==> config.mk <==
export PLATFORM = sky130hd
export DESIGN_NAME = iep_regs
export DESIGN_NICKNAME = d
export VERILOG_FILES = /design/src/hdl/iep_pkg.sv /design/src/hdl/iep_axil.sv /design/src/hdl/iep_regs.sv
export VERILOG_INCLUDE_DIRS = /design/src /design/src/hdl
export SDC_FILE = /design/constraint.sdc
export NUM_CORES = 1
export LEC_CHECK = 0
export BUFFER_PORTS_ARGS = -buffer_cell sky130_fd_sc_hd__clkbuf_2
export CAP_MARGIN = 5
export CORE_AREA = 5 5 128 130
export DETAILED_ROUTE_END_ITERATION = 12
export DIE_AREA = 0 0 133 135
export PLACE_DENSITY = 0.66
export SYNTH_ARGS = -nofsm -noshare
export SYNTH_HDL_FRONTEND = slang
export SYNTH_SLANG_ARGS = --single-unit
==> constraint.sdc <==
create_clock -name ref_clk -period 2.3 [get_ports ref_clk]
set_input_delay 0.23 -clock ref_clk [delete_from_list [all_inputs] [get_ports ref_clk]]
set_output_delay 0.23 -clock ref_clk [all_outputs]
set_load 0.01 [all_outputs]
==> src/hdl/iep_defines.svh <==
// Register map, field positions, reset values and bus codes
`ifndef IEP_DEFINES_SVH
`define IEP_DEFINES_SVH
// Byte offsets on the register bus
`define IEP_OFS_EN3     8'h00
`define IEP_OFS_EN4     8'h04
`define IEP_OFS_EN5     8'h08
`define IEP_OFS_PRI0    8'h0C
`define IEP_OFS_PRI1    8'h10
`define IEP_OFS_STAT    8'h14
`define IEP_OFS_MASK    8'h18
// Implemented bits per register
`define IEP_IMPL_EN3    16'h4066
`define IEP_IMPL_EN4    16'h210E
`define IEP_IMPL_EN5    16'h3FBE
`define IEP_IMPL_PRI0   16'h7777
`define IEP_IMPL_PRI1   16'h7770
`define IEP_IMPL_STAT   4'hF
// Reset values
`define IEP_RST_EN      16'h0000
`define IEP_RST_PRI0    16'h4444
`define IEP_RST_PRI1    16'h4440
`define IEP_RST_STAT    4'h0
// Priority field positions (low bit of each field)
`define IEP_POS_HI_PRIO 12
`define IEP_POS_MH_PRIO 8
`define IEP_POS_ML_PRIO 4
`define IEP_POS_LO_PRIO 0
// Status and mask bit positions
`define IEP_ST_G3       0
`define IEP_ST_G4       1
`define IEP_ST_G5       2
`define IEP_ST_PRIO     3
// Level that switches a source off
`define IEP_PRIO_OFF    3'h0
// AXI responses
`define IEP_RESP_OKAY   2'h0
`define IEP_RESP_SLVERR 2'h2
`endif

==> src/hdl/iep_pkg.sv <==
// Types of the enable and priority register bank
package iep_pkg;
    typedef logic [2:0] iep_prio_t;
    typedef struct packed {
        logic       rsv15;
        logic       rtc_irq_en;
        logic [6:0] rsv13_7;
        logic       ext_irq4_en;
        logic       ext_irq3_en;
        logic [1:0] rsv4_3;
        logic       i2c2_master_irq_en;
        logic       i2c2_slave_irq_en;
        logic       rsv0;
    } iep_en3_t;
    typedef struct packed {
        logic [1:0] rsv15_14;
        logic       charge_time_unit_irq_en;
        logic [3:0] rsv12_9;
        logic       low_voltage_irq_en;
        logic [3:0] rsv7_4;
        logic       checksum_gen_irq_en;
        logic       uart2_error_irq_en;
        logic       uart1_error_irq_en;
        logic       rsv0;
    } iep_en4_t;
    typedef struct packed {
        logic [1:0] rsv15_14;
        logic       capture9_irq_en;
        logic       compare9_irq_en;
        logic       serial3_event_irq_en;
        logic       serial3_fault_irq_en;
        logic       uart4_tx_irq_en;
        logic       uart4_rx_irq_en;
        logic       uart4_error_irq_en;
        logic       rsv6;
        logic       i2c3_master_irq_en;
        logic       i2c3_slave_irq_en;
        logic       uart3_tx_irq_en;
        logic       uart3_rx_irq_en;
        logic       uart3_error_irq_en;
        logic       rsv0;
    } iep_en5_t;
    typedef struct packed {
        logic      rsv15;
        iep_prio_t timer1_prio;
        logic      rsv11;
        iep_prio_t compare1_prio;
        logic      rsv7;
        iep_prio_t capture1_prio;
        logic      rsv3;
        iep_prio_t ext_irq0_prio;
    } iep_pri0_t;
    typedef struct packed {
        logic       rsv15;
        iep_prio_t  timer2_prio;
        logic       rsv11;
        iep_prio_t  compare2_prio;
        logic       rsv7;
        iep_prio_t  capture2_prio;
        logic [3:0] rsv3_0;
    } iep_pri1_t;
    typedef struct packed {
        logic [7:0]  addr;
        logic [15:0] data;
        logic [1:0]  strb;
    } iep_wr_t;
endpackage : iep_pkg

==> src/hdl/iep_axil.sv <==
// AXI4-Lite slave front end of the register bank
`timescale 1ns/1ns
`default_nettype none
`include "iep_defines.svh"
module iep_axil
    import iep_pkg::*;
(
    // Clock and reset
    input  wire logic        ref_clk,
    input  wire logic        rstn,
    // AXI4-Lite slave
    input  wire logic [31:0] s_axi_awaddr,
    input  wire logic        s_axi_awvalid,
    output logic             s_axi_awready,
    input  wire logic [31:0] s_axi_wdata,
    input  wire logic [3:0]  s_axi_wstrb,
    input  wire logic        s_axi_wvalid,
    output logic             s_axi_wready,
    output logic [1:0]       s_axi_bresp,
    output logic             s_axi_bvalid,
    input  wire logic        s_axi_bready,
    input  wire logic [31:0] s_axi_araddr,
    input  wire logic        s_axi_arvalid,
    output logic             s_axi_arready,
    output logic [31:0]      s_axi_rdata,
    output logic [1:0]       s_axi_rresp,
    output logic             s_axi_rvalid,
    input  wire logic        s_axi_rready,
    // Register side
    output logic             wr_en,
    output var iep_wr_t      wr,
    input  wire logic        wr_err,
    output logic             rd_en,
    output logic [7:0]       rd_addr,
    input  wire logic [15:0] rd_data,
    input  wire logic        rd_err
);
    logic        aw_full_q;
    logic [7:0]  aw_addr_q;
    logic        w_full_q;
    logic [15:0] w_data_q;
    logic [1:0]  w_strb_q;
    logic        b_valid_q;
    logic [1:0]  b_resp_q;
    logic        r_valid_q;
    logic [15:0] r_data_q;
    logic [1:0]  r_resp_q;

    // Each half is held until both are present, in either order
    assign s_axi_awready = !aw_full_q;
    assign s_axi_wready  = !w_full_q;
    assign wr_en         = aw_full_q && w_full_q && !b_valid_q;
    assign wr            = '{addr: aw_addr_q, data: w_data_q, strb: w_strb_q};
    assign s_axi_bvalid  = b_valid_q;
    assign s_axi_bresp   = b_resp_q;
    // One read at a time; decode only looks at the low address byte
    assign s_axi_arready = !r_valid_q;
    assign rd_en         = s_axi_arvalid && !r_valid_q;
    assign rd_addr       = s_axi_araddr[7:0];
    assign s_axi_rvalid  = r_valid_q;
    assign s_axi_rresp   = r_resp_q;
    assign s_axi_rdata   = {16'h0000, r_data_q};

    always_ff @(posedge ref_clk)
    begin
        if (!rstn)
        begin
            aw_full_q <= 1'b0;
            aw_addr_q <= 8'h00;
        end
        else if (wr_en)
            aw_full_q <= 1'b0;
        else if (s_axi_awvalid && !aw_full_q)
        begin
            aw_full_q <= 1'b1;
            aw_addr_q <= s_axi_awaddr[7:0];
        end
    end

    always_ff @(posedge ref_clk)
    begin
        if (!rstn)
        begin
            w_full_q <= 1'b0;
            w_data_q <= 16'h0000;
            w_strb_q <= 2'h0;
        end
        else if (wr_en)
            w_full_q <= 1'b0;
        else if (s_axi_wvalid && !w_full_q)
        begin
            w_full_q <= 1'b1;
            w_data_q <= s_axi_wdata[15:0];
            w_strb_q <= s_axi_wstrb[1:0];
        end
    end

    always_ff @(posedge ref_clk)
    begin
        if (!rstn)
        begin
            b_valid_q <= 1'b0;
            b_resp_q  <= `IEP_RESP_OKAY;
        end
        else if (wr_en)
        begin
            b_valid_q <= 1'b1;
            b_resp_q  <= wr_err ? `IEP_RESP_SLVERR : `IEP_RESP_OKAY;
        end
        else if (s_axi_bready)
            b_valid_q <= 1'b0;
    end

    always_ff @(posedge ref_clk)
    begin
        if (!rstn)
        begin
            r_valid_q <= 1'b0;
            r_data_q  <= 16'h0000;
            r_resp_q  <= `IEP_RESP_OKAY;
        end
        else if (rd_en)
        begin
            r_valid_q <= 1'b1;
            r_data_q  <= rd_data;
            r_resp_q  <= rd_err ? `IEP_RESP_SLVERR : `IEP_RESP_OKAY;
        end
        else if (s_axi_rready)
            r_valid_q <= 1'b0;
    end
endmodule : iep_axil
`default_nettype wire

==> src/hdl/iep_regs.sv <==
// Interrupt enable groups 3-5 and priority groups 0-1 register bank
`timescale 1ns/1ns
`default_nettype none
`include "iep_defines.svh"
//////////////////////////////////////////////////////////////////////////////
// Function
// - Enable bit passes or blocks its request
// - Unimplemented bits ignore writes, read zero
// - Reset clears enables, priorities start at four
// - Priority field is a direct three-bit level
// - Level zero disables source regardless of enable
// - Enable group 3 bit positions
// - Enable group 4 bit positions
// - Enable group 5 upper bit positions
// - Enable group 5 UART3 bits 3 to 1
// - Priority group 0 field positions
// - Priority group 1 fields, low nibble unused
//////////////////////////////////////////////////////////////////////////////
module iep_regs
    import iep_pkg::*;
(
    // Clock and reset
    input  wire logic        ref_clk,
    input  wire logic        rstn,
    // AXI4-Lite slave
    input  wire logic [31:0] s_axi_awaddr,
    input  wire logic        s_axi_awvalid,
    output logic             s_axi_awready,
    input  wire logic [31:0] s_axi_wdata,
    input  wire logic [3:0]  s_axi_wstrb,
    input  wire logic        s_axi_wvalid,
    output logic             s_axi_wready,
    output logic [1:0]       s_axi_bresp,
    output logic             s_axi_bvalid,
    input  wire logic        s_axi_bready,
    input  wire logic [31:0] s_axi_araddr,
    input  wire logic        s_axi_arvalid,
    output logic             s_axi_arready,
    output logic [31:0]      s_axi_rdata,
    output logic [1:0]       s_axi_rresp,
    output logic             s_axi_rvalid,
    input  wire logic        s_axi_rready,
    // Source request flags
    input  wire logic [15:0] flag_g3,
    input  wire logic [15:0] flag_g4,
    input  wire logic [15:0] flag_g5,
    input  wire logic [6:0]  prio_flag,
    // Per-source enables and levels
    output var iep_en3_t     en3_o,
    output var iep_en4_t     en4_o,
    output var iep_en5_t     en5_o,
    output var iep_pri0_t    pri0_o,
    output var iep_pri1_t    pri1_o,
    // Gated requests toward arbitration
    output logic [15:0]      req_g3,
    output logic [15:0]      req_g4,
    output logic [15:0]      req_g5,
    output logic [6:0]       prio_req,
    // Interrupt
    output logic             irq
);
    //////////////////////////////////////////////////////////////////////////
    // Helpers
    function automatic logic [15:0] merge(
        input logic [15:0] old,
        input iep_wr_t     w,
        input logic [15:0] impl
    );
        logic [15:0] v;
        v = old;
        if (w.strb[0])
            v[7:0] = w.data[7:0];
        if (w.strb[1])
            v[15:8] = w.data[15:8];
        return v & impl;
    endfunction : merge

    function automatic logic mapped(input logic [7:0] a);
        return a == `IEP_OFS_EN3 || a == `IEP_OFS_EN4 ||
               a == `IEP_OFS_EN5 || a == `IEP_OFS_PRI0 ||
               a == `IEP_OFS_PRI1 || a == `IEP_OFS_STAT ||
               a == `IEP_OFS_MASK;
    endfunction : mapped

    function automatic logic live(input iep_prio_t p);
        return p != `IEP_PRIO_OFF;
    endfunction : live

    //////////////////////////////////////////////////////////////////////////
    // Bus front end
    logic        wr_en;
    iep_wr_t     wr;
    logic        wr_err;
    logic        rd_en;
    logic [7:0]  rd_addr;
    logic [15:0] rd_data;
    logic        rd_err;

    iep_axil u_axil (
        .ref_clk       (ref_clk),
        .rstn          (rstn),
        .s_axi_awaddr  (s_axi_awaddr),
        .s_axi_awvalid (s_axi_awvalid),
        .s_axi_awready (s_axi_awready),
        .s_axi_wdata   (s_axi_wdata),
        .s_axi_wstrb   (s_axi_wstrb),
        .s_axi_wvalid  (s_axi_wvalid),
        .s_axi_wready  (s_axi_wready),
        .s_axi_bresp   (s_axi_bresp),
        .s_axi_bvalid  (s_axi_bvalid),
        .s_axi_bready  (s_axi_bready),
        .s_axi_araddr  (s_axi_araddr),
        .s_axi_arvalid (s_axi_arvalid),
        .s_axi_arready (s_axi_arready),
        .s_axi_rdata   (s_axi_rdata),
        .s_axi_rresp   (s_axi_rresp),
        .s_axi_rvalid  (s_axi_rvalid),
        .s_axi_rready  (s_axi_rready),
        .wr_en         (wr_en),
        .wr            (wr),
        .wr_err        (wr_err),
        .rd_en         (rd_en),
        .rd_addr       (rd_addr),
        .rd_data       (rd_data),
        .rd_err        (rd_err)
    );

    //////////////////////////////////////////////////////////////////////////
    // Registers
    logic [15:0] en3_q;
    logic [15:0] en4_q;
    logic [15:0] en5_q;
    logic [15:0] pri0_q;
    logic [15:0] pri1_q;
    logic [3:0]  stat_q;
    logic [3:0]  stat_d;
    logic [3:0]  mask_q;
    logic [3:0]  event_d;
    logic        stat_rd;

    assign wr_err = !mapped(wr.addr);

    always_ff @(posedge ref_clk)
    begin
        if (!rstn)
        begin
            en3_q <= `IEP_RST_EN;
            en4_q <= `IEP_RST_EN;
            en5_q <= `IEP_RST_EN;
        end
        else if (wr_en)
        begin
            if (wr.addr == `IEP_OFS_EN3)
                en3_q <= merge(en3_q, wr, `IEP_IMPL_EN3);
            if (wr.addr == `IEP_OFS_EN4)
                en4_q <= merge(en4_q, wr, `IEP_IMPL_EN4);
            if (wr.addr == `IEP_OFS_EN5)
                en5_q <= merge(en5_q, wr, `IEP_IMPL_EN5);
        end
    end

    always_ff @(posedge ref_clk)
    begin
        if (!rstn)
        begin
            pri0_q <= `IEP_RST_PRI0;
            pri1_q <= `IEP_RST_PRI1;
        end
        else if (wr_en)
        begin
            if (wr.addr == `IEP_OFS_PRI0)
                pri0_q <= merge(pri0_q, wr, `IEP_IMPL_PRI0);
            if (wr.addr == `IEP_OFS_PRI1)
                pri1_q <= merge(pri1_q, wr, `IEP_IMPL_PRI1);
        end
    end

    // Struct views fix every field at its bit position
    assign en3_o  = iep_en3_t'(en3_q);
    assign en4_o  = iep_en4_t'(en4_q);
    assign en5_o  = iep_en5_t'(en5_q);
    assign pri0_o = iep_pri0_t'(pri0_q);
    assign pri1_o = iep_pri1_t'(pri1_q);

    //////////////////////////////////////////////////////////////////////////
    // Request gating
    // Enable bits for the priority sources live in other groups,
    // so here only the level can switch them off
    assign req_g3 = flag_g3 & en3_q;
    assign req_g4 = flag_g4 & en4_q;
    assign req_g5 = flag_g5 & en5_q;
    assign prio_req = prio_flag & {
        live(pri0_o.timer1_prio),
        live(pri0_o.compare1_prio),
        live(pri0_o.capture1_prio),
        live(pri0_o.ext_irq0_prio),
        live(pri1_o.timer2_prio),
        live(pri1_o.compare2_prio),
        live(pri1_o.capture2_prio)
    };

    //////////////////////////////////////////////////////////////////////////
    // Sticky status, mask and interrupt
    assign event_d[`IEP_ST_G3]   = |req_g3;
    assign event_d[`IEP_ST_G4]   = |req_g4;
    assign event_d[`IEP_ST_G5]   = |req_g5;
    assign event_d[`IEP_ST_PRIO] = |prio_req;
    assign stat_rd = rd_en && rd_addr == `IEP_OFS_STAT;
    // A new event in the read cycle survives the clear
    assign stat_d = ((stat_rd ? 4'h0 : stat_q) | event_d) & `IEP_IMPL_STAT;

    always_ff @(posedge ref_clk)
    begin
        if (!rstn)
            stat_q <= `IEP_RST_STAT;
        else
            stat_q <= stat_d;
    end

    always_ff @(posedge ref_clk)
    begin
        if (!rstn)
            mask_q <= `IEP_RST_STAT;
        else if (wr_en && wr.addr == `IEP_OFS_MASK && wr.strb[0])
            mask_q <= wr.data[3:0] & `IEP_IMPL_STAT;
    end

    assign irq = |(stat_q & mask_q);

    //////////////////////////////////////////////////////////////////////////
    // Read mux
    always_comb
    begin
        rd_data = 16'h0000;
        rd_err  = 1'b0;
        unique case (rd_addr)
            `IEP_OFS_EN3:  rd_data = en3_q;
            `IEP_OFS_EN4:  rd_data = en4_q;
            `IEP_OFS_EN5:  rd_data = en5_q;
            `IEP_OFS_PRI0: rd_data = pri0_q;
            `IEP_OFS_PRI1: rd_data = pri1_q;
            `IEP_OFS_STAT: rd_data = {12'h000, stat_q};
            `IEP_OFS_MASK: rd_data = {12'h000, mask_q};
            default:       rd_err  = 1'b1;
        endcase
    end

    logic wr_full;
    assign wr_full = wr_en && wr.strb == 2'h3;
endmodule : iep_regs
`default_nettype wire

; ---- Word level (Yosys, flattened, before mapping)
; Index checks and enable logic that the tools add are counted.
[word_totals]
out_inout_bits = 177
regBits = 100
rom_bits = 0
latch_bits = 0
ram_bits = 0
mem_count = 0
elab_cells = 98
[classes]
n_reduce_logical = 48
multipliers = 0
n_div = 0
muxes = 8
bitwise = 8
order_cmp = 0
addsub = 0
eq_ne = 12
shifts = 0
[ops]
columns = op, n
row1 = 15-bit one-hot mux with 7 select lines, 1
row2 = "8-bit by 5-bit == test with 1-bit output, second input constant", 6
row3 = 16-bit OR reduction, 3
row4 = 16-bit by 14-bit AND with 16-bit output, 2
row5 = "8-bit by 4-bit == test with 1-bit output, second input constant", 4
row6 = 3-bit AND reduction, 10
row7 = 3-bit nonzero test, 7
row8 = 16-bit by 15-bit AND with 16-bit output, 1
row9 = "8-bit by 3-bit == test with 1-bit output, second input constant", 2
row10 = 8-bit logical NOT, 2
row11 = 7-bit OR reduction, 2
row12 = 1-bit logical AND, 8
row13 = 7-bit AND, 1
row14 = 1-bit logical OR, 6
row15 = 4-bit AND, 1
row16 = 1-bit logical NOT, 4
row17 = 1-bit two-way mux, 4
row18 = 2-bit two-way mux, 2
row19 = 4-bit two-way mux, 1
row20 = 4-bit bitwise OR, 1
row21 = 2-bit AND reduction, 2
row22 = 2-bit nonzero test, 2
row23 = 4-bit OR reduction, 1
row24 = 1-bit NOT, 2
row25 = 2-bit OR reduction, 1

; ---- Longest topological paths before layout
; Gate-level depths: netlist (run 1).
[depth]
ltp_word = 8
mapped_depth = 6
mapped_depth_nobuf = 4

; ---- Hierarchy
; Synthesis (run 1) repeated with hierarchy kept, for this count alone.
[hier_totals]
cells_unflattened = 585
hier_area_um2 = 5308.8
[by_module_without_submodules]
columns = mod, cells_per_inst, n_inst, area_each_um2, seq_area_each_um2
row1 = iep_regs, 355, 1, 3194.3, 1021.0
row2 = iep_axil, 230, 1, 2114.5, 960.9

; ---- Worst setup path after synthesis (run 1)
; OpenSTA, ideal clock, no wires.
[synth_path]
path_type = flip-flop to flip-flop
from = register u_axil.aw_addr_q[1]
to = register mask_q[0]
slack_ns = 0.577
setup_time_ns = 0.114
arrival_ns = 1.608
path_stages_with_launch = 6
path_cell_list = dfxtp_1 -> or4_4 -> or4_4 -> buf_6 -> mux2i_1 -> nor2_1
[synth_between]
elab_chain_len = 3
[synth_rtl]
columns = item, line
row1 = start: declaration, iep_axil.sv:39  ; logic [7:0] aw_addr_q;
row2 = start signal: assignment, iep_axil.sv:76  ; aw_addr_q <= s_axi_awaddr[7:0];
row3 = 8-bit by 5-bit == test with 1-bit output (no line), n/a
row4 = 1-bit logical AND (no line), n/a
row5 = 1-bit logical AND, iep_regs.sv:224  ; else if (wr_en && wr.addr == `IEP_OFS_MASK && wr.strb[0])
row6 = end signal: assignment, iep_regs.sv:223  ; mask_q <= `IEP_RST_STAT;
row7 = end signal: assignment, iep_regs.sv:225  ; mask_q <= wr.data[3:0] & `IEP_IMPL_STAT;
row8 = end: declaration, iep_regs.sv:137  ; logic [3:0] mask_q;
; Every way passes these cells.
; A chain may end at the register's enable or synchronous reset.

; ---- Worst setup path after layout (run 1)
[layout_path]
from = register u_axil.aw_addr_q[1]
to = register en3_q[2] (netlist: en3_o[2])
[layout_between]
elab_chain_len = 2
[layout_rtl]
columns = item, line
row1 = 8-bit logical NOT (no line), n/a
row2 = 3-bit AND reduction (no line), n/a
row3 = end signal: assignment, iep_regs.sv:147  ; en3_q <= `IEP_RST_EN;
row4 = end signal: assignment, iep_regs.sv:154  ; en3_q <= merge(en3_q, wr, `IEP_IMPL_EN3);
row5 = end: declaration, iep_regs.sv:130  ; logic [15:0] en3_q;
; Every way passes these cells.

==> results of run 1 <==
[routing by layer]
metal	vias to the layer above	part of all wire [%]
met5	-	0
met4	0	2.3
met3	21	7.2
met2	170	48
met1	1963	43
li1	2084	-
[flip-flops by register name, summed over array words and instances (netlist names), 4 cells and up]
name,cells
u_axil.r_data_q,15
u_axil.w_data_q,15
en5_o,12
pri0_o,12
pri1_o,9
u_axil.aw_addr_q,8
en3_o,5
en4_o,5
mask_q,4
stat_q,4
[where the power goes]
group | internal (mW) | total, mW | switching, mW
Combinational | 0.124 | 0.356 | 0.233
Clock | 0.820 | 1.45 | 0.626
Sequential | 1.72 | 1.75 | 0.0332
[layout by cell type, fill, tap and decap left out, drive strengths merged, types with 9 or more instances in the layout]
cell,n
a21oi,29
and2,23
buf,10
clkbuf,175
conb,82
dfxtp,97
mux2i,60
nand2,105
nand3,11
nor2,38
nor2b,9
o21ai,17
[final timing paths]
check                                   start                              end
max          u_axil.aw_addr_q[1]$_SDFFE_PN0P_            en3_o[2]$_SDFFE_PN0P_
min                            s_axi_wdata[1]  u_axil.w_data_q[1]$_SDFFE_PN0P_
max reg2reg  u_axil.aw_addr_q[1]$_SDFFE_PN0P_            en3_o[2]$_SDFFE_PN0P_
min reg2reg   u_axil.r_data_q[4]$_SDFFE_PN0P_  u_axil.r_data_q[4]$_SDFFE_PN0P_
[kinds of logic after synthesis]
kind of cell,share of synthesized area (%)
AND/OR/NAND/NOR,21.61
multiplexers,13.77
flip-flops,39.37
AO/OA/AOI/OAI,9.234
buffers and inverters,15.93
other,0.07603
[worst register-to-register path, delay by kind of cell, from the launching register on]
family,cells,cell delay [ns]
mux,1,0.21
simple gates,3,1.04
flops,1,0.31
buf+inv,1,0.23
[area by class of cell]
cell class	instances	area share, %
timing repair buffer	173	15.31
clock inverter	4	0.4453
inverter	5	0.3181
tap	188	3.986
clock buffer	12	4.517
multi-input combinational	440	42.51
sequential	97	32.91
[through the flow]
step	setup WS (ns)	cells	utilization (%)	area, um^2	hold WS, ns
final	0.3861	919	39.25	5901	0.1087
after detailed placement	0.3486	903	37.30	5608	0.4434
after CTS	0.3268	919	39.25	5901	0.1013
after global routing	0.2577	919	39.25	5901	0.1115
after global placement	0.4000	903	37.30	5608	0.4375
after floorplan	0.5774	652	-	5236	0.3660
==> impl_metrics.yaml, run 1 <==
outcome:
  status: "complete, no violations"
yosys:
  synth-seq-cells: 97
  async_reset_ff_share_pct: 0
  synth_seq_area_share_pct: 39.37
  yosys.cell_types.count: 46
  ys.flop_type: "dfxtp_1"
  synth_top_area_share_pct: 39.37
  synth-edff-count: 0
  yosys.area.top_type: "dfxtp_1"
  syn-cell-area_mm2: 0.004932
  synth.area.top_cells: "dfxtp_1, buf_4, mux2i_1"
  yosysMostFrequentCell: "nand2_1"
  synth_cells: 571
  syn_area_per_cell_um2: 8.638
  synth_common_cells: "nand2_1, dfxtp_1, buf_4"
  yosysWarnings: 0
timing:
  fin_skew_ns: 0.007235
  tns_ns: 0
  finalHoldViolations: 0
  tightest_slew_ns: 0.7910
  finalSetupViolCount: 0
  layout_min_cycle_time_ns: 1.914
  drv_slew: 0
  period_share_pct: 83.21
  rsz0062_at_grt: "no"
  fmaxAchievable_mhz: 522.5
  max_slew_margin_pct: 46.86
worst_setup_path:
  crit_buf_inv: 1
  crit_fanout: 8
  end_kind: "flip-flop"
  cp_cell_sequence: "or4_4, nor3_2, buf_4, nand3_1, mux2i_1"
  ff2ff_path_depth: 5
  critical_path_depth: 5
  cp_slowest_cell: "or4_4"
  reg2reg_slack_ns: 0.39
  cp.required_ns: 2.52
  arrival_ns: 2.13
  crit_type: "flip-flop to flip-flop"
  cp_slowest_stage_delay_ns: 0.54
  critical-path-top-delay-family: "simple AND/OR/NAND/NOR gates"
  worst_setup_path_start_kind: "flip-flop"
cts:
  clock-root-buffer: "clkbuf_16"
  ctsHtreeMaxLevel: 3
  tritoncts_num_sinks: 97
  cts_inserted_buffers: 9
  postCtsHoldBufs: 0
  cts_buffer_depth: 2
  postCtsSetupBuffers: 0
  cts.clk_slew.worst_paths_ns: 0.06
  cts_tree: "yes"
  clk_latency_ns: 0.34
  cts_resized: 0
route:
  drt_iter0_markers: 270
  wirelength_mm: 15.75
  wire_per_inst_um: 17.14
  drt_pass1_iterations: 5
  ant_nets: 0
  viasPerCell: 4.612
  drc_errors: 0
  vias: 4238
floorplanning:
  coreArea_mm2: 0.01503
  initial_utilization_pct: 32.81
  die_h_um: 135
  die_x_um: 133
  core.rowCount: 45
  pin_count: 339
  dieArea_mm2: 0.01796
global_routing:
  grt_pass1_wl_mm: 23.57
  grtUsageMet2_pct: 27.51
  grt_pass1_vias: 4063
  grtUsageTotal_pct: 16.91
  top_usage_layer: "met2"
  grtUsageMet1_pct: 21.45
  antenna_found_initial: 0
  use_met3_pct: 5.030
  grt_max_degree: 49
  grt-ovfl-total: 0
cells_and_area:
  nets: 888
  regArea_mm2: 0.001942
  num_antenna_cells: 0
  multi_input_area_mm2: 0.002509
  area_growth_pct: 19.63
  fillers: 1597
  drive_above_1_share_pct: 27.91
placed_design:
  routabilityCongestion: 0.8328
  hpwl_mm: 12.75
  port_buffers: 163
flow_run:
  max-cap-violations: 0
power_and_ir_drop:
  ir_worst_vdd_mv: 0.4280
  p_leak_nw: 2.904
  pwr_density_cell_mw_per_mm2: 601.7
  power_mw: 3.551
worst_hold_path:
  hold_class: "input port to flip-flop"
  hold_depth: 3
No activity file was read; power rests on OpenSTA's default activity.
==> run 2: changes to the inputs <==
- clock period: 2.3 -> 1.9 ns (I/O delays scaled with it)
==> run 2 against run 1 <==
Net effect: count of clock-buffer cells in the layout decreased by 2; die area unchanged; non-clock buffer count rose by 14; sequential share of layout area fell by 0.92 points; critical path depth is the same; first-iteration DRC count shrank 12%; maximum frequency rose by 4.7%; register-to-register slack got worse by 0.31 ns; design area up 2.9%.
==> impl_metrics.yaml, run 2 (synthesis gave the netlist of run 1 again) <==
power_and_ir_drop:
  pwr_density_cell_mw_per_mm2: 763.6
  power_frac_seq_pct: 45.6
  p_int_mw: 3.548
  p_leak_nw: 2.993
  switchingPower_mw: 1.087
  comb_power_share_pct: 9.6
  ir_worst_vdd_mv: 0.4285
  clock_power_share_pct: 44.8
  swShare_pct: 23.45
worst_setup_path:
  cp_slowest_stage_delay_ns: 0.55
  cp.required_ns: 2.12
  crit_type: "flip-flop to flip-flop"
  arrival_ns: 2.04
  crit_fanout: 11
  cp_cell_sequence: "or4_4, nor3_2, buf_6, nand3_2, mux2i_2"
  end_kind: "flip-flop"
  crit_buf_inv: 1
  critical-path-top-delay-family: "simple AND/OR/NAND/NOR gates"
  worst_setup_path_start_kind: "flip-flop"
  cp_slowest_cell: "or4_4"
placed_design:
  dp_cells: 917
  hpwl_mm: 12.85
  routabilityCongestion: 0.8823
  place_area_mm2: 0.005713
  port_buffers: 163
cts:
  postCtsHoldBufs: 0
  cts_buffer_depth: 2
  cts_inserted_buffers: 9
  cts_tree: "yes"
  clk_latency_ns: 0.34
  cts.clk_slew.worst_paths_ns: 0.06
  clock-root-buffer: "clkbuf_16"
  ctsHtreeMaxLevel: 3
  tritoncts_num_sinks: 97
cells_and_area:
  layout_commonest_cell: "clkbuf_2"
  num_antenna_cells: 0
  utilization_pct: 40.38
  area_growth_pct: 23.08
  final_cell_mix: "clkbuf_2, nand2_1, dfxtp_1"
  nets: 902
  final_design_area_no_fill_mm2: 0.006071
  final_cells: 932
  top_regs: "u_axil.r_data_q x15, u_axil.w_data_q x15"
  drive_above_1_share_pct: 29.57
route:
  drt_iter0_markers: 237
  drt_pass1_iterations: 5
  wirelength_mm: 15.84
  drc_errors: 0
  vias: 4307
  viasPerCell: 4.621
  wire_per_inst_um: 17.00
  ant_nets: 0
worst_hold_path:
  hold_class: "input port to flip-flop"
timing:
  layout_min_cycle_time_ns: 1.829
  tightest_slew_ns: 0.6618
  drv_slew: 0
  fmaxAchievable_mhz: 546.8
  max_slew_margin_pct: 55.72
  timing.hold.ws_ns: 0.06717
  rsz0062_at_grt: "no"
  finalSetupViolCount: 0
  fin_skew_ns: 0.004904
  finalHoldViolations: 0
  tns_ns: 0
  period_share_pct: 96.25
global_routing:
  grt_pass1_vias: 4132
  grt_pass1_wl_mm: 23.78
  grt-ovfl-total: 0
  grtUsageTotal_pct: 16.92
  grt_max_degree: 49
  antenna_found_initial: 0
floorplanning:
  initial_utilization_pct: 32.81
  die_h_um: 135
  core.rowCount: 45
  coreArea_mm2: 0.01503
  pin_count: 339
  dieArea_mm2: 0.01796
  die_x_um: 133
flow_run:
  max-cap-violations: 0
outcome:
  status: "complete, no violations"
run 2: cell count changes in the layout (fill, tap and decap cells not counted), sizes merged:
cell,delta
clkinv,-1
clkbuf,-2
bufinv,+3
clkinvlp,-1
buf,+14
run 2: metrics by stage:
step                power [mW]  setup slack (ns)
finish                   4.635           0.07117
floorplan                2.566            0.1774
global placement         2.593           0.06554
detailed placement       2.598           0.05280
CTS                      4.667           0.04917
global route             4.795          0.006554
run 2: worst paths after layout:
path                                                  startpoint  slack [ns]                               end  depth (start not counted)
worst max register to register  u_axil.aw_addr_q[1]$_SDFFE_PN0P_        0.07             en5_o[4]$_SDFFE_PN0P_                          5
worst min-delay path                             s_axi_wdata[13]        0.07  u_axil.w_data_q[13]$_SDFFE_PN0P_                          3
worst max-delay path            u_axil.aw_addr_q[1]$_SDFFE_PN0P_        0.07             en5_o[4]$_SDFFE_PN0P_                          5
worst min register to register   u_axil.r_data_q[6]$_SDFFE_PN0P_        0.45   u_axil.r_data_q[6]$_SDFFE_PN0P_                          2
run 2: repair_timing:
| action | CTS | global route |
|---|---|---|
| endpoints found under the setup margin | 0 | 11 |
| gates resized for setup | 0 | 4 |
| buffers inserted | 0 | 0 |
run 2: cell type report:
cell class	count	area, um^2
clock buffers	10	239.0
clock inverters	5	103.9
fillers	1584	8962
inverters	5	18.77
multi-input cells	440	2520
flip-flops and latches	97	1942
well taps	188	235.2
repair buffers	187	1012
run 2: power groups by stage:
stage | combinational (mW) | sequential [mW] | clock [mW]
4_1_cts | 0.442 | 2.11 | 2.11
3_5_place_dp | 0.441 | 2.16 | 0
6_report | 0.446 | 2.11 | 2.08
2_1_floorplan | 0.419 | 2.15 | 0
3_3_place_gp | 0.437 | 2.16 | 0
5_1_grt | 0.497 | 2.12 | 2.18
run 2: per-layer routing:
layer | GRT usage (%) | vias to the layer above | wire [um] | share of wire (%)
li1 | - | 2112 | - | -
met1 | 21.12 | 1991 | 6487 | 41
met2 | 28.95 | 185 | 7819 | 49
met3 | 4.657 | 19 | 1311 | 8.3
met4 | 4.215 | 0 | 223 | 1.4
met5 | 0 | - | 0 | 0
run 2: worst min-delay path, cell delays in order:
cell      delay [ns]
clkbuf_2        0.08
nand2_1         0.04
a21oi_1         0.05
==> run 3: changes to the inputs <==
- PLACE_DENSITY: 0.66 -> 0.65
==> run 3 against run 2 <==
Net effect: total power fell by 0.55%; global-route usage fell by 0.068 points; design area rose by 0.33%; maximum frequency rose by 1.8%; hold slack got worse by 0.0018 ns; setup slack improved by 0.032 ns.
==> impl_metrics.yaml, run 3 (synthesis gave the netlist of run 1 again) <==
route:
  wirelength_mm: 16.00
  drt_iter0_markers: 226
  ant_nets: 0
  viasPerCell: 4.633
  wire_per_inst_um: 17.12
  drt_pass1_iterations: 4
  drc_errors: 0
  vias: 4332
timing:
  finalSetupViolCount: 0
  drv_slew: 0
  layout_min_cycle_time_ns: 1.796
  tightest_slew_ns: 0.6859
  max_slew_margin_pct: 54.10
  period_share_pct: 94.55
  finalHoldViolations: 0
  rsz0062_at_grt: "no"
  timing.hold.ws_ns: 0.06533
  fin_skew_ns: 0.005999
  fmaxAchievable_mhz: 556.6
cts:
  clk_latency_ns: 0.34
  postCtsSetupBuffers: 0
  cts_tree: "yes"
  ctsHtreeMaxLevel: 3
  tritoncts_num_sinks: 97
  clock-root-buffer: "clkbuf_16"
  cts_inserted_buffers: 9
  postCtsHoldBufs: 0
  cts.clk_slew.worst_paths_ns: 0.07
  cts_buffer_depth: 2
worst_setup_path:
  cp_cell_sequence: "or4_4, or4_4, mux2i_1, nor2_1"
  cp_slowest_stage_delay_ns: 0.56
  cp.required_ns: 2.11
  arrival_ns: 2.00
  crit_fanout: 4
  critical-path-top-delay-family: "simple AND/OR/NAND/NOR gates"
  cp_slowest_cell: "or4_4"
  worst_setup_path_start_kind: "flip-flop"
  crit_buf_inv: 0
  end_kind: "flip-flop"
  crit_type: "flip-flop to flip-flop"
  critPathMostFrequentCell: "or4_4"
worst_hold_path:
  hold_class: "input port to flip-flop"
power_and_ir_drop:
  pwr_density_cell_mw_per_mm2: 756.9
  ir_worst_vdd_mv: 0.4878
  p_leak_nw: 3.003
cells_and_area:
  layout_commonest_cell: "clkbuf_2"
  final_cell_mix: "clkbuf_2, nand2_1, dfxtp_1"
  drive_above_1_share_pct: 29.32
  utilization_pct: 40.52
  fillers: 1604
  num_antenna_cells: 0
  top_regs: "u_axil.r_data_q x15, u_axil.w_data_q x15"
  area_growth_pct: 23.49
  nets: 904
global_routing:
  grt_pass1_vias: 4023
  grt_max_degree: 49
  antenna_found_initial: 1
  grt-ovfl-total: 0
  grt_pass1_wl_mm: 23.38
  grtUsageTotal_pct: 16.85
floorplanning:
  dieArea_mm2: 0.01796
  pin_count: 339
  die_h_um: 135
  initial_utilization_pct: 32.81
  die_x_um: 133
  coreArea_mm2: 0.01503
  core.rowCount: 45
placed_design:
  hpwl_mm: 12.90
  port_buffers: 163
  routabilityCongestion: 0.8264
flow_run:
  max-cap-violations: 0
outcome:
  status: "complete, no violations"
-- run 3: cell count changes in the layout (fill, tap and decap cells not counted) --
cell      previous run  this run
and4_1               1         2
and4_4               1         0
buf_4               22        25
buf_6                1         0
clkbuf_1             0         2
clkbuf_8             1         0
mux2i_1             59        60
mux2i_2              1         0
nand3_2              3         1
nand3_4              0         2
nor3_2               1         0
nor3_4               0         1
-- run 3: layout make-up --
class | count | area, um^2 | share of cell area, %
sequential | 97 | 1942 | 31.88
multi-input combinational | 440 | 2535 | 41.62
clock buffer | 11 | 232.7 | 3.821
inverter | 5 | 18.77 | 0.3081
clock inverter | 5 | 103.9 | 1.705
timing repair buffer | 189 | 1023 | 16.80
tap | 188 | 235.2 | 3.862
-- run 3: metrics by stage --
stage,total power [mW],cells,setup slack [ns],TNS (ns),instance area [um^2]
after floorplan,2.566,652,0.1774,0,5236
after global routing,4.785,935,0.01256,0,6091
after detailed placement,2.607,919,-0.01981,-0.05662,5728
final,4.610,935,0.1035,0,6091
after CTS,4.647,935,0.01890,0,6070
after global placement,2.603,919,0.03321,0,5728
-- run 3: path summary, 6_finish.rpt --
| kind | from | to | cells past startpoint | slack, ns |
|---|---|---|---|---|
| hold reg to reg | u_axil.r_data_q[13]$_SDFFE_PN0P_ | u_axil.r_data_q[13]$_SDFFE_PN0P_ | 2 | 0.45 |
| hold / removal | s_axi_wstrb[0] | u_axil.w_strb_q[0]$_SDFFE_PN0P_ | 3 | 0.07 |
| setup / recovery | u_axil.aw_addr_q[1]$_SDFFE_PN0P_ | mask_q[2]$_SDFFE_PN0P_ | 4 | 0.10 |
| setup reg to reg | u_axil.aw_addr_q[1]$_SDFFE_PN0P_ | mask_q[2]$_SDFFE_PN0P_ | 4 | 0.10 |
-- run 3: timing repair --
action	4_1_cts	5_1_grt
setup endpoints to repair	4	15
gates cloned	0	0
resized for setup	1	3
-- run 3: routing by layer --
| layer | GRT usage [%] | part of all wire (%) | up-vias |
|---|---|---|---|
| li1 | - | - | 2126 |
| met1 | 21.34 | 42 | 2013 |
| met2 | 27.71 | 48 | 177 |
| met3 | 5.328 | 8.6 | 14 |
| met4 | 4.677 | 1.5 | 2 |
| met5 | 0 | 0.069 | - |
-- run 3: worst register-to-register path, stage by stage, from the launching register on --
cell and delay, ns:
dfxtp_1 0.31, or4_4 0.56, or4_4 0.56, mux2i_1 0.17, nor2_1 0.05
-- run 3: where the power goes --
| group | leakage [nW] | switching, mW | internal (mW) |
|---|---|---|---|
| clock | 0.164 | 0.752 | 1.29 |
| combinational | 2.05 | 0.298 | 0.162 |
| sequential | 0.787 | 0.0357 | 2.08 |
